**config.mk**
```make
export PLATFORM = sky130hd
export DESIGN_NAME = sdsr_status_bank
export DESIGN_NICKNAME = d
export VERILOG_FILES = /design/src/verilog/sdsr_pkg.sv /design/src/verilog/sdsr_sync.sv /design/src/verilog/sdsr_status_bank.sv
export SDC_FILE = /design/constraint.sdc
export NUM_CORES = 1
export LEC_CHECK = 0
export BUFFER_PORTS_ARGS = -buffer_cell sky130_fd_sc_hd__buf_2
export CAP_MARGIN = 0
export CORE_ASPECT_RATIO = 1.1
export CORE_MARGIN = 5
export CORE_UTILIZATION = 40
export DETAILED_ROUTE_END_ITERATION = 7
export SYNTH_ARGS = -nofsm -noshare
export SYNTH_HDL_FRONTEND = slang
export SYNTH_SLANG_ARGS = --single-unit
```
**constraint.sdc**
```tcl
create_clock -name mclk -period 2.25 [get_ports mclk]
set_input_delay 0.1125 -clock mclk [delete_from_list [all_inputs] [get_ports mclk]]
set_output_delay 0.1125 -clock mclk [all_outputs]
set_load 0.005 [all_outputs]
```
**src/verilog/sdsr_pkg.sv**
```systemverilog
// Package with status bank addresses, field layout and reset values
package sdsr_pkg;

   // ************************************************************
   // Register addresses and widths
   // ************************************************************
   localparam int unsigned        ADDR_W        = 8;
   localparam int unsigned        DATA_W        = 8;
   localparam logic [ADDR_W-1:0]  GENERAL_FAULT_STATUS_ADDR = 8'h04;
   localparam logic [ADDR_W-1:0]  X_BRIDGE_OVERCURRENT_STATUS_ADDR = 8'h05;
   localparam logic [ADDR_W-1:0]  Y_BRIDGE_OVERCURRENT_STATUS_ADDR = 8'h06;
   localparam logic [ADDR_W-1:0]  STEP_POSITION_STATUS_ADDR = 8'h07;

   // ************************************************************
   // Field positions and reset values
   // ************************************************************
   localparam int unsigned        CHECK_BIT     = 7;
   localparam int unsigned        TW_BIT        = 6;
   localparam int unsigned        PUMP_BIT      = 5;
   localparam int unsigned        OPEN_A_BIT    = 3;
   localparam int unsigned        OPEN_B_BIT    = 2;
   localparam int unsigned        OVL_MSB       = 6;
   localparam int unsigned        OVL_LSB       = 3;
   localparam int unsigned        TSD_BIT       = 2;
   localparam int unsigned        INDEX_W       = 7;
   localparam logic [DATA_W-1:0]  STATUS_RESET  = 8'h00;
   localparam logic [INDEX_W-1:0] INDEX_RESET   = 7'h00;
   localparam logic [3:0]         OVL_RESET     = 4'h0;
   localparam int unsigned        SYNC_STAGES   = 2;

   // Fault levels from the analog detectors
   typedef struct packed {
      logic thermal_warning_flag;
      logic pump_fault_flag;
      logic open_winding_a_flag;
      logic open_winding_b_flag;
      logic a_pos_high_side_overload;
      logic a_pos_low_side_overload;
      logic a_neg_high_side_overload;
      logic a_neg_low_side_overload;
      logic b_pos_high_side_overload;
      logic b_pos_low_side_overload;
      logic b_neg_high_side_overload;
      logic b_neg_low_side_overload;
      logic overheat_shutdown_flag;
   } sdsr_fault_t;

   // Read request from the serial frame logic
   typedef struct packed {
      logic              req;
      logic [ADDR_W-1:0] addr;
   } sdsr_read_t;

endpackage

```
**src/verilog/sdsr_sync.sv**
```systemverilog
// Two-stage synchroniser for asynchronous fault levels
`timescale 1ns/1ps
module sdsr_sync #(
   parameter int unsigned WIDTH = 1
) (
   input  wire logic             mclk,
   input  wire logic             resetn,
   input  wire logic             cen,
   input  wire logic [WIDTH-1:0] d,
   output logic      [WIDTH-1:0] q
);
   logic [WIDTH-1:0] meta;
   logic [WIDTH-1:0] next_meta;
   logic [WIDTH-1:0] next_q;

   // First stage feeds only the second
   always_comb
   begin
      next_meta = meta;
      next_q    = q;
      if (!resetn)
      begin
         next_meta = '0;
         next_q    = '0;
      end
      else if (cen)
      begin
         next_meta = d;
         next_q    = meta;
      end
   end

   always_ff @(posedge mclk)
   begin
      meta <= next_meta;
      q    <= next_q;
   end
endmodule // sdsr_sync

```
**src/verilog/sdsr_status_bank.sv**
```systemverilog
// Read-only fault and step position status bank of the stepper driver
// Notes on behaviour
// - Four read-only status registers; bit 7 of each holds a check bit.
// - Power-on or hard reset clears every fault status bit; step index follows its input.
// - Address 04h unlatched: pump fault at bit 5, thermal warning bit 6.
// - Address 04h: open winding A at bit 3, B at bit 2, unlatched.
// - Address 05h latched: A bridge overloads bits 6..3; bits 2..0 zero.
// - Address 06h latched: B bridge overloads bits 6..3, shutdown bit 2.
// - Address 07h unlatched: current 7-bit step index in bits 6..0.
`timescale 1ns/1ps
module sdsr_status_bank
   import sdsr_pkg::*;
(
   input  wire logic                          mclk,
   input  wire logic                          resetn,
   input  wire logic                          cen,
   input  wire sdsr_pkg::sdsr_fault_t         fault_in,
   input  wire logic [sdsr_pkg::INDEX_W-1:0]  microstep_index,
   input  wire sdsr_pkg::sdsr_read_t          rd,
   output logic                               rd_valid,
   output logic      [sdsr_pkg::DATA_W-1:0]   rd_data
);
   import sdsr_pkg::*;

   // ************************************************************
   // Fault level synchronisers
   // ************************************************************
   sdsr_fault_t fault_s;

   sdsr_sync #(
      .WIDTH ($bits(sdsr_fault_t))
   ) u_fault_sync (
      .mclk   (mclk),
      .resetn (resetn),
      .cen    (cen),
      .d      (fault_in),
      .q      (fault_s)
   );

   // ************************************************************
   // Latched overload flags
   // ************************************************************
   logic [3:0] a_latch;
   logic [4:0] b_latch;
   logic [3:0] next_a_latch;
   logic [4:0] next_b_latch;
   logic [3:0] a_now;
   logic [4:0] b_now;
   logic       a_clr;
   logic       b_clr;

   // Present fault levels in register order
   assign a_now = {fault_s.a_pos_high_side_overload,
                   fault_s.a_pos_low_side_overload,
                   fault_s.a_neg_high_side_overload,
                   fault_s.a_neg_low_side_overload};
   assign b_now = {fault_s.b_pos_high_side_overload,
                   fault_s.b_pos_low_side_overload,
                   fault_s.b_neg_high_side_overload,
                   fault_s.b_neg_low_side_overload,
                   fault_s.overheat_shutdown_flag};
   assign a_clr = rd.req && (rd.addr == X_BRIDGE_OVERCURRENT_STATUS_ADDR);
   assign b_clr = rd.req && (rd.addr == Y_BRIDGE_OVERCURRENT_STATUS_ADDR);

   // Sticky until read; a live fault wins over the read clear
   always_comb
   begin
      next_a_latch = a_latch;
      next_b_latch = b_latch;
      if (!resetn)
      begin
         next_a_latch = OVL_RESET;
         next_b_latch = {OVL_RESET, 1'b0};
      end
      else if (cen)
      begin
         next_a_latch = (a_latch & {4{~a_clr}}) | a_now;
         next_b_latch = (b_latch & {5{~b_clr}}) | b_now;
      end
   end

   always_ff @(posedge mclk)
   begin
      a_latch <= next_a_latch;
      b_latch <= next_b_latch;
   end

   // ************************************************************
   // Register images and read port
   // ************************************************************
   logic [DATA_W-1:0] img;
   logic [DATA_W-1:0] next_rd_data;
   logic              next_rd_valid;

   // Select image of addressed register below the check bit
   always_comb
   begin
      img = STATUS_RESET;
      case (rd.addr)
         GENERAL_FAULT_STATUS_ADDR:
         begin
            img[TW_BIT]     = fault_s.thermal_warning_flag;
            img[PUMP_BIT]   = fault_s.pump_fault_flag;
            img[OPEN_A_BIT] = fault_s.open_winding_a_flag;
            img[OPEN_B_BIT] = fault_s.open_winding_b_flag;
         end
         X_BRIDGE_OVERCURRENT_STATUS_ADDR:
            img[OVL_MSB:OVL_LSB] = a_latch;
         Y_BRIDGE_OVERCURRENT_STATUS_ADDR:
            img[OVL_MSB:TSD_BIT] = b_latch;
         STEP_POSITION_STATUS_ADDR:
            img[INDEX_W-1:0] = microstep_index;
         default:
            img = STATUS_RESET;
      endcase
      img[CHECK_BIT] = ~^img[CHECK_BIT-1:0];
   end

   // Answer one cycle after each request taken with cen high; unmapped reads give 80h (zero data, check bit set)
   always_comb
   begin
      next_rd_data  = rd_data;
      next_rd_valid = rd_valid;
      if (!resetn)
      begin
         next_rd_data  = STATUS_RESET;
         next_rd_valid = 1'b0;
      end
      else if (cen)
      begin
         next_rd_valid = rd.req;
         if (rd.req)
            next_rd_data = img;
      end
   end

   always_ff @(posedge mclk)
   begin
      rd_data  <= next_rd_data;
      rd_valid <= next_rd_valid;
   end

   // ************************************************************
   // Checks
   // ************************************************************
   logic mapped;
   assign mapped = (rd.addr >= GENERAL_FAULT_STATUS_ADDR) &&
                   (rd.addr <= STEP_POSITION_STATUS_ADDR);

   chk_reset_clear: assert property (@(posedge mclk)
      !resetn |=> (rd_data == 8'h00 && a_latch == 4'h0 &&
                   b_latch == 5'h00 && !rd_valid))
      else $error("status not cleared by reset");

   chk_odd_parity: assert property (@(posedge mclk) disable iff (!resetn)
      rd_valid |-> (^rd_data == 1'b1))
      else $error("check bit does not give odd parity");

   chk_answer_timing: assert property (@(posedge mclk)
      disable iff (!resetn)
      (cen && rd.req) |=> rd_valid)
      else $error("read not answered next cycle");

   chk_general_layout: assert property (@(posedge mclk)
      disable iff (!resetn)
      (cen && rd.req && rd.addr == GENERAL_FAULT_STATUS_ADDR) |=>
      rd_data[6:0] == {$past(fault_s.thermal_warning_flag),
                       $past(fault_s.pump_fault_flag), 1'b0,
                       $past(fault_s.open_winding_a_flag),
                       $past(fault_s.open_winding_b_flag), 2'b00})
      else $error("general status layout wrong");

   chk_a_bridge_read: assert property (@(posedge mclk)
      disable iff (!resetn)
      (cen && a_clr) |=>
      rd_data[6:0] == {$past(a_latch), 3'b000})
      else $error("A bridge register layout wrong");

   chk_b_bridge_read: assert property (@(posedge mclk)
      disable iff (!resetn)
      (cen && b_clr) |=> rd_data[6:0] == {$past(b_latch), 2'b00})
      else $error("B bridge register layout wrong");

   chk_index_read: assert property (@(posedge mclk)
      disable iff (!resetn)
      (cen && rd.req && rd.addr == STEP_POSITION_STATUS_ADDR) |=>
      rd_data[6:0] == $past(microstep_index))
      else $error("step index not reported");

   chk_latch_hold: assert property (@(posedge mclk)
      disable iff (!resetn)
      (cen && !a_clr) |=> ((a_latch & $past(a_latch)) == $past(a_latch)))
      else $error("latched flag dropped without read");

   chk_read_clear: assert property (@(posedge mclk)
      disable iff (!resetn)
      (cen && b_clr && b_now == 5'h00) |=> b_latch == 5'h00)
      else $error("latched flags not cleared by read");

   chk_unmapped_zero: assert property (@(posedge mclk)
      disable iff (!resetn)
      (cen && rd.req && !mapped) |=> rd_data == 8'h80)
      else $error("unmapped read not zero data");

   chk_cen_freeze: assert property (@(posedge mclk) disable iff (!resetn)
      !cen |=> ($stable(rd_data) && $stable(rd_valid) && $stable(a_latch)))
      else $error("state moved while clock enable low");

   chk_a_read_clear: assert property (@(posedge mclk)
      disable iff (!resetn)
      (cen && a_clr && a_now == 4'h0) |=> a_latch == 4'h0)
      else $error("latched A flags not cleared by read");

   chk_b_latch_hold: assert property (@(posedge mclk)
      disable iff (!resetn)
      (cen && !b_clr) |=> ((b_latch & $past(b_latch)) == $past(b_latch)))
      else $error("latched B flag dropped without read");

   chk_set_wins: assert property (@(posedge mclk)
      disable iff (!resetn)
      cen |=> ((b_latch & $past(b_now)) == $past(b_now)))
      else $error("live fault lost on read clear");

   chk_valid_pulse: assert property (@(posedge mclk)
      disable iff (!resetn)
      (cen && !rd.req) |=> !rd_valid)
      else $error("answer without a request");

endmodule // sdsr_status_bank

```
==> results.yml, run 1 <==
status:
  status: "completed"
pwr:
  ir_worst_vdd_uv: 311
  p_total_uw: 1430
  leakage_uw: 0.000898
  power.density_nw_per_um2: 660
synth:
  synth_warnings: 0
  synthXorXnorAreaFrac: 0.0302
  synthMuxAreaShare: 0.189
  syn-mean-instance-area_sq_um: 10.9
  synth.distinct_cells: 28
  synth_fa_ha_area_frac: 0
  ys_seq_area_frac: 0.473
  synthSimpleGateAreaFrac: 0.197
  synth_compound_area_frac: 0.0792
  ys_ff_latch: 44
  synthCells: 171
  synth_area_sq_um: 1860
  synth_nets: 203
  synth_top_family_by_area: "simple AND/OR/NAND/NOR gates"
sta:
  period_minus_slack_ps: 1740
  slew_headroom: 0.602
  slew_violations: 0
  fin_setup_tns_ps: 0
  fmax_mhz: 575
  setup_violations: 0
  rsz0062_at_grt: "false"
  final_hold_viol_count: 0
  tightest_slew_ps: 597
  fin_crit_sh: 0.773
  clock_skew_ps: 8.31
min_path:
  min_path_type: "input pin to flip-flop"
  hp-start: "fault_in[6]"
critical_path:
  path_class: "flip-flop to flip-flop"
  r2r_start: "a_latch[2]"
  critPathMaxFanout: 2
  arrival_ps: 1920
  cp-end-kind: "flip-flop"
  worst_setup_path_start_kind: "flip-flop"
  crit_path_start: "a_latch[2]"
  cp.required_ps: 2430
floorplanning:
  dieArea_sq_um: 6120
  start_util: 0.406
  io-pin-count: 41
  die_w_um: 75.1
  coreArea_sq_um: 4590
  die_h_um: 81.6
  placementRows: 26
detailed_routing:
  drtPass1Iterations: 4
  drt_iter0_drc: 32
  ant_nets: 0
  wl_per_cell_um: 13.8
  dr_total_vias: 1322
  vias_per_cell: 5.01
  drcViolationCount: 0
  finalWirelength_mm: 3.64
cells_and_area:
  area_growth_pct: 16.0
  drive_gt1_frac: 0.250
  multi_input_area_sq_um: 925
  fillers: 452
  ff_latch_area_sq_um: 881
  diodes: 0
  nNetsFinal: 240
cts:
  ctsHoldBuffers: 0
  ctsRootBufferMaster: "clkbuf_8"
  post-cts-setup-buffers: 0
  htreeDepth: 2
  clkTransAtPathRegs_ps: 80
  clkLatencyLatePin_ps: 290
  cts.sinks: 44
  cts_inserted_buffers: 5
  cts_buffer_depth: 2
  cts_resized: 0
  cts_tree: "done"
global_routing:
  grt_pass1_wl_mm: 5.64
  grt_max_degree: 46
  antenna_found_initial: 0
  grt_usage: 0.122
  grt_pass1_vias: 1246
  grt.overflow.total: 0
place:
  port_buffers: 40
  gp_congestion: 0.749
  dp_hpwl_mm: 2.61
run:
  maxCapViolCount: 0
through the flow:
step | setup WS (ps) | std cells | cell area [sq um] | util | hold WS (ps)
after CTS | 501 | 264 | 2160 | 0.471 | 72.7
after global routing | 404 | 264 | 2160 | 0.471 | 81.6
final | 510 | 264 | 2160 | 0.471 | 80.8
after floorplan | 647 | 171 | 1860 | - | 266
after detailed placement | 443 | 257 | 2080 | 0.454 | 378
after global placement | 501 | 257 | 2080 | 0.454 | 371
cell type report:
type | instances | share of cell area
tap | 56 | 0.0324
clock inverter | 1 | 0.00232
timing repair buffer | 41 | 0.0961
multi-input combinational | 116 | 0.428
clock buffer | 6 | 0.0336
sequential | 44 | 0.408
per-layer routing:
| metal | wire (um) | vias to the layer above | global-route usage |
|---|---|---|---|
| li1 | - | 673 | - |
| met1 | 1630 | 615 | 0.145 |
| met2 | 1740 | 32 | 0.202 |
| met3 | 243 | 2 | 0.0416 |
| met4 | 23 | 0 | 0.0427 |
| met5 | 0 | - | 0 |
Yosys cell counts:
cell type	number	area, sq um
a21boi_0	4	30.0
a22oi_1	14	105
and3_1	2	12.5
buf_1	1	3.75
buf_2	1	5.00
buf_6	2	22.5
clkbuf_1	7	26.3
dfxtp_1	44	881
mux2_2	1	11.3
mux2i_1	27	270
mux4_1	1	26.3
mux4_2	2	45.0
nand2_1	5	18.8
nand2b_1	3	18.8
nand3_1	4	20.0
nand3b_1	1	7.51
nand4_1	2	12.5
nor2_1	1	3.75
nor2b_1	40	250
nor3_2	1	10.0
nor4_1	1	6.26
o21ai_0	1	5.00
o31ai_1	1	7.51
or4_1	1	7.51
xnor2_1	1	8.76
xnor2_2	1	16.3
xnor3_1	1	22.5
xor2_1	1	8.76
power breakdown:
part | internal (uW) | leakage (uW) | total, uW | switching [uW]
Combinational | 82.7 | 0.000498 | 152 | 68.9
Clock | 211 | 0.0000410 | 453 | 242
Sequential | 806 | 0.000359 | 821 | 14.5
Total | 1100 | 0.000898 | 1430 | 326
critical path, cell delays in order (launching register included):
cell and delay, ps:
dfxtp_1 330, mux4_1 550, xnor3_1 400, nor4_1 240, o31ai_1 110
sequential cells by signal (all words and copies together) (netlist names):
| name | cells |
|---|---|
| u_fault_sync.q | 13 |
| a_latch | 4 |
| rd_valid | 1 |
| b_latch | 5 |
| rd_data | 8 |
| u_fault_sync.meta | 13 |
kinds of logic after synthesis:
logic type | Yosys count
DFF | 44
and+or+nand+nor | 61
buffers and inverters | 11
muxes | 31
AOI/OAI and AO/OA | 20
xor gates and xnor gates | 4
placed cells by master (no fill, tap or decap):
| master | count |
|---|---|
| a21boi_0 | 4 |
| a22oi_1 | 14 |
| and3_1 | 2 |
| buf_2 | 40 |
| buf_4 | 1 |
| clkbuf_1 | 1 |
| clkbuf_8 | 5 |
| clkinv_2 | 1 |
| dfxtp_1 | 44 |
| mux2_2 | 1 |
| mux2i_1 | 27 |
| mux4_1 | 1 |
| mux4_2 | 2 |
| nand2_1 | 5 |
| nand2b_1 | 3 |
| nand3_1 | 4 |
| nand3b_1 | 1 |
| nand4_1 | 2 |
| nor2_1 | 1 |
| nor2b_1 | 40 |
| nor3_2 | 1 |
| nor4_1 | 1 |
| o21ai_0 | 1 |
| o31ai_1 | 1 |
| or4_1 | 1 |
| xnor2_1 | 1 |
| xnor2_2 | 1 |
| xnor3_1 | 1 |
| xor2_1 | 1 |
path summary, 6_finish.rpt:
check	to	cells after the start	slack (ps)
worst min-delay path	u_fault_sync.meta[6]	3	80
worst min register to register	rd_data[7]	2	470
worst max-delay path	rd_data[7]	4	510
worst max register to register	rd_data[7]	4	510
(Power assumes the default switching activity.)
==> run 2, diff against run 1 <==
==> constraint.sdc (replaced) <==
create_clock -name mclk -period 1.5 [get_ports mclk]
set_input_delay 0.075 -clock mclk [delete_from_list [all_inputs] [get_ports mclk]]
set_output_delay 0.075 -clock mclk [all_outputs]
set_load 0.005 [all_outputs]
==> run 2 against run 1 <==
Effect of this change:
- the flow now finishes with violations (setup timing)
- register-to-register slack got worse by 720 ps
- count of clock-buffer cells in the layout is 2 higher
- sequential share of layout area down 1.9 points
- hold slack got worse by 41 ps
- clock skew shrank 3.1 ps
- global-route usage up 1.1 points
- final area increased by 4.9%
==> results.yml, run 2 (synthesized netlist as in run 1, its figures left out) <==
critical_path:
  crit_path_start: "a_latch[1]"
  cp-endpoint: "rd_data[7]"
  cp-end-kind: "flip-flop"
  path_class: "flip-flop to flip-flop"
  r2r_start: "a_latch[1]"
  rrSetupSlack_ps: -210
  cp.required_ps: 1680
  reg2reg_depth: 5
  slowest_stage: "xnor3_1"
  crit_chain: "mux2_2 -> a22oi_2 -> xnor3_1 -> nor4_2 -> o31ai_1"
  critPathMaxFanout: 2
  max_stage_delay_ps: 460
  arrival_ps: 1890
  r2r-end: "rd_data[7]"
  worst_setup_path_start_kind: "flip-flop"
floorplanning:
  die_w_um: 75.1
  start_util: 0.406
  die_h_um: 81.6
  placementRows: 26
  coreArea_sq_um: 4590
  dieArea_sq_um: 6120
  io-pin-count: 41
global_routing:
  grt_max_degree: 40
  grt_pass1_vias: 1368
  grt_pass1_wl_mm: 6.20
  grt_use_met1: 0.146
  busiest_layer: "met2"
  grt.overflow.total: 0
  antenna_found_initial: 0
  met2_usage: 0.232
  grt_usage: 0.133
  use_met3: 0.0428
sta:
  period_minus_slack_ps: 1710
  rsz0062_at_grt: "true"
  tightest_slew_ps: 551
  setup_violations: 1
  clock_skew_ps: 5.22
  slew_violations: 0
  slew_headroom: 0.633
  fin_hold_ws_ps: 40.3
  setup_slack_ps: -213
  final_hold_viol_count: 0
  fmax_mhz: 584
  fin_crit_sh: 1.14
cts:
  cts_inserted_buffers: 5
  cts.sinks: 44
  ctsRootBufferMaster: "clkbuf_8"
  clkTransAtPathRegs_ps: 80
  ctsHoldBuffers: 0
  htreeDepth: 2
  clkLatencyLatePin_ps: 290
  cts_tree: "done"
  cts_buffer_depth: 2
place:
  place_area_sq_um: 2160
  port_buffers: 40
  placed_cells: 267
  gp_congestion: 0.839
  dp_hpwl_mm: 2.88
detailed_routing:
  drt_iter0_drc: 54
  drtPass1Iterations: 4
  drcViolationCount: 0
  vias_per_cell: 4.99
  ant_nets: 0
  dr_total_vias: 1378
  wl_per_cell_um: 14.4
  finalWirelength_mm: 3.98
run:
  maxCapViolCount: 0
pwr:
  leakage_uw: 0.000956
  switching_power_uw: 511
  swShare: 0.229
  ir_worst_vdd_uv: 458
  power.density_nw_per_um2: 986
  clkPwrFrac: 0.336
  internal_power_uw: 1720
  seqPwrFrac: 0.551
  combPwrFrac: 0.113
cells_and_area:
  fillers: 441
  diodes: 0
  drive_gt1_frac: 0.295
  fin_area_sq_um: 2270
  reg.largest.list: "u_fault_sync.meta (13), u_fault_sync.q (13), rd_data (8)"
  final_cell_count_no_fill: 276
  nNetsFinal: 251
  fin_util: 0.494
  area_growth_pct: 21.7
  final_cell_mix: "dfxtp_1, nor2b_1, buf_2"
  final_common_cell: "dfxtp_1"
status:
  status: "finished, violations left"
  violations: "setup timing"
min_path:
  min_path_type: "input pin to flip-flop"
[run 2: changes by cell type in the layout (fill, tap and decap cells not counted), sizes merged]
| cell | change |
|---|---|
| clkinv | -1 |
| buf | +11 |
| clkbuf | +2 |
[run 2: repair_timing]
action	in CTS	in global routing
pin swaps	0	1
setup endpoints to repair	1	1
gates resized for setup	1	1
setup buffers	1	0
[run 2: power by group through the flow]
stage,combinational [uW],clock [uW],sequential (uW)
3_3_place_gp,237,0,1260
2_1_floorplan,167,0,1250
4_1_cts,251,778,1230
6_report,252,750,1230
5_1_grt,277,807,1240
3_5_place_dp,247,0,1260
[run 2: area by class of cell]
cell class | instances | area (sq um) | area share
clock buffers | 8 | 90.1 | 0.0397
flip-flops and latches | 44 | 881 | 0.389
well taps | 56 | 70.1 | 0.0309
multi-input cells | 116 | 936 | 0.413
repair buffers | 52 | 290 | 0.128
[run 2: stage by stage]
| step | total power [uW] | worst slack, ps | setup TNS, ps |
|---|---|---|---|
| global placement | 1500 | -64.6 | -133 |
| global route | 2320 | -278 | -278 |
| floorplan | 1420 | 15.3 | 0 |
| detailed placement | 1510 | -164 | -798 |
| finish | 2240 | -213 | -213 |
| CTS | 2260 | -132 | -132 |
[run 2: worst min-delay path by stage]
stage                       startpoint                    end  slack, ps  depth (start not counted)
after global placement    fault_in[12]  u_fault_sync.meta[12]        330                          3
after floorplan                 resetn             rd_data[0]        230                          1
final                      fault_in[7]   u_fault_sync.meta[7]         40                          3
after detailed placement   fault_in[7]   u_fault_sync.meta[7]        340                          3
after global routing       fault_in[7]   u_fault_sync.meta[7]         40                          3
after CTS                  fault_in[7]   u_fault_sync.meta[7]         30                          3
[run 2: routing by layer]
metal / wire length, um / up-vias
met1: 1640 / 641
met3: 282 / 9
li1: - / 691
met2: 1990 / 37
met5: 0 / -
met4: 72 / 0
[run 2: worst max-delay path, delay by kind of cell (launching register included)]
family | cells | cell delay (ps)
and+or+nand+nor | 1 | 270
AOI/OAI and AO/OA | 2 | 280
DFF | 1 | 310
muxes | 1 | 260
xor gates and xnor gates | 1 | 460
==> run 3, diff against run 2 <==
--- a/config.mk
+++ b/config.mk
@@ -7,10 +7,13 @@
 export LEC_CHECK = 0
 export BUFFER_PORTS_ARGS = -buffer_cell sky130_fd_sc_hd__buf_2
 export CAP_MARGIN = 0
+export CELL_PAD_IN_SITES_DETAIL_PLACEMENT = 0
+export CELL_PAD_IN_SITES_GLOBAL_PLACEMENT = 1
 export CORE_ASPECT_RATIO = 1.1
 export CORE_MARGIN = 5
-export CORE_UTILIZATION = 40
+export CORE_UTILIZATION = 37
 export DETAILED_ROUTE_END_ITERATION = 7
+export PLACE_DENSITY_LB_ADDON = 0.1
 export SYNTH_ARGS = -nofsm -noshare
 export SYNTH_HDL_FRONTEND = slang
 export SYNTH_SLANG_ARGS = --single-unit
==> run 3 against run 2 <==
Effect of this change:
- the run still ends with setup timing left
- non-clock buffer count up 1
- global-route usage is 1.3 points lower
- die area rose by 7.1%
- count of clock-buffer cells in the layout decreased by 2
- setup slack improved by 86 ps
- register-to-register slack better by 90 ps
- final cell count grew 1.1%
- via count up 0.58%
- routed wire length is 4.4% lower
- sequential share of layout area down 0.11 points
- sequential power barely moved
- hold slack worse by 2.6 ps
- critical endpoint unchanged
- largest cell class unchanged
- largest power group unchanged
==> results.yml, run 3 (synthesized netlist as in run 1, its figures left out) <==
status:
  status: "finished, violations left"
  violations: "setup timing"
cells_and_area:
  drive_gt1_frac: 0.303
  nNetsFinal: 252
  reg.largest.list: "u_fault_sync.meta (13), u_fault_sync.q (13), rd_data (8)"
  final_cell_mix: "dfxtp_1, nor2b_1, buf_2"
  diodes: 0
  final_common_cell: "dfxtp_1"
  area_growth_pct: 22.0
floorplanning:
  start_util: 0.378
  placementRows: 27
  die_w_um: 77.7
  coreArea_sq_um: 4930
  io-pin-count: 41
  die_h_um: 84.4
  dieArea_sq_um: 6560
detailed_routing:
  wl_met3_um: 250
  dr_total_vias: 1386
  drt-met1-wl_mm: 1.65
  vias_per_cell: 4.97
  ant_nets: 0
  finalWirelength_mm: 3.81
  wl_per_cell_um: 13.7
  drtPass1Iterations: 4
  topRoutingLayerUsed: "met4"
  drt_iter0_drc: 29
  wl_met2_mm: 1.79
  drcViolationCount: 0
sta:
  setup_violations: 1
  setup_slack_ps: -127
  rsz0062_at_grt: "true"
  slew_violations: 0
  fin_crit_sh: 1.08
  tightest_slew_ps: 559
  fin_hold_ws_ps: 37.6
  period_minus_slack_ps: 1630
  slew_headroom: 0.627
  clock_skew_ps: 6.40
  final_hold_viol_count: 0
  fmax_mhz: 615
global_routing:
  grt_pass1_vias: 1370
  grt_max_degree: 40
  antenna_found_initial: 0
  grt_usage: 0.119
  grt_pass1_wl_mm: 6.33
  grt.overflow.total: 0
cts:
  clkLatencyLatePin_ps: 290
  cts_tree: "done"
  post-cts-setup-buffers: 0
  clkTransAtPathRegs_ps: 80
  ctsRootBufferMaster: "clkbuf_8"
  htreeDepth: 2
  cts_inserted_buffers: 5
  cts.sinks: 44
  cts_buffer_depth: 2
  cts_resized: 0
critical_path:
  worst_setup_path_start_kind: "flip-flop"
  cp.required_ps: 1680
  cp-end-kind: "flip-flop"
  arrival_ps: 1800
  path_class: "flip-flop to flip-flop"
  critPathMaxFanout: 2
place:
  place_ws_ps: -121
  port_buffers: 40
  dp_hpwl_mm: 2.88
  gp_congestion: 0.785
pwr:
  leakage_uw: 0.000966
  power.density_nw_per_um2: 980
  p_total_uw: 2230
  ir_worst_vdd_uv: 665
min_path:
  min_path_type: "input pin to flip-flop"
run:
  maxCapViolCount: 0
## run 3: cell count changes in the layout (fill, tap and decap cells not counted), sizes merged
| cell | previous run | this run |
|---|---|---|
| buf | 52 | 53 |
| clkbuf | 8 | 6 |
| clkinv | 0 | 2 |
## run 3: final cells by class
class,instances,area (sq um)
multi-input cells,116,930
well taps,58,72.6
flip-flops and latches,44,881
clock buffers,6,82.6
repair buffers,53,298
clock inverters,2,10.0
fillers,483,2660
## run 3: worst max-delay path, cell delays in order, from the launching register on
cell and delay (ps):
dfxtp_1 320, mux4_2 510, xnor2_2 180, xnor2_1 140, nor4_1 250, o31ai_1 120
## run 3: timing repair
item,CTS,global route
endpoints found under the setup margin,1,1
hold buffers,0,0
hold endpoints to repair,0,0
## run 3: worst paths after layout
path / start / cells after the start / endpoint / slack (ps)
hold reg to reg: rd_data[1] / 2 / rd_data[1] / 460
hold / removal: fault_in[10] / 3 / u_fault_sync.meta[10] / 40
setup reg to reg: u_fault_sync.q[10] / 5 / rd_data[7] / -130
setup / recovery: u_fault_sync.q[10] / 5 / rd_data[7] / -130
## run 3: through the flow
stage | instances | TNS (ps) | instance area (sq um) | util
final | 279 | -127 | 2270 | 0.461
after global routing | 279 | -238 | 2270 | 0.461
after global placement | 271 | -150 | 2180 | 0.442
after CTS | 279 | -141 | 2270 | 0.461
after floorplan | 171 | 0 | 1870 | -
after detailed placement | 271 | -218 | 2180 | 0.442
## run 3: power breakdown
part / internal, uW / switching, uW / leakage [uW] / total, uW
logic: 138 / 108 / 0.000556 / 246
clock network: 367 / 382 / 0.0000510 / 749
registers: 1210 / 22.5 / 0.000359 / 1230
## run 3: per-layer routing
layer / up-vias / global-route usage
met4: 0 / 0.0563
met5: - / 0
li1: 697 / -
met3: 10 / 0.0451
met1: 644 / 0.139
met2: 35 / 0.193
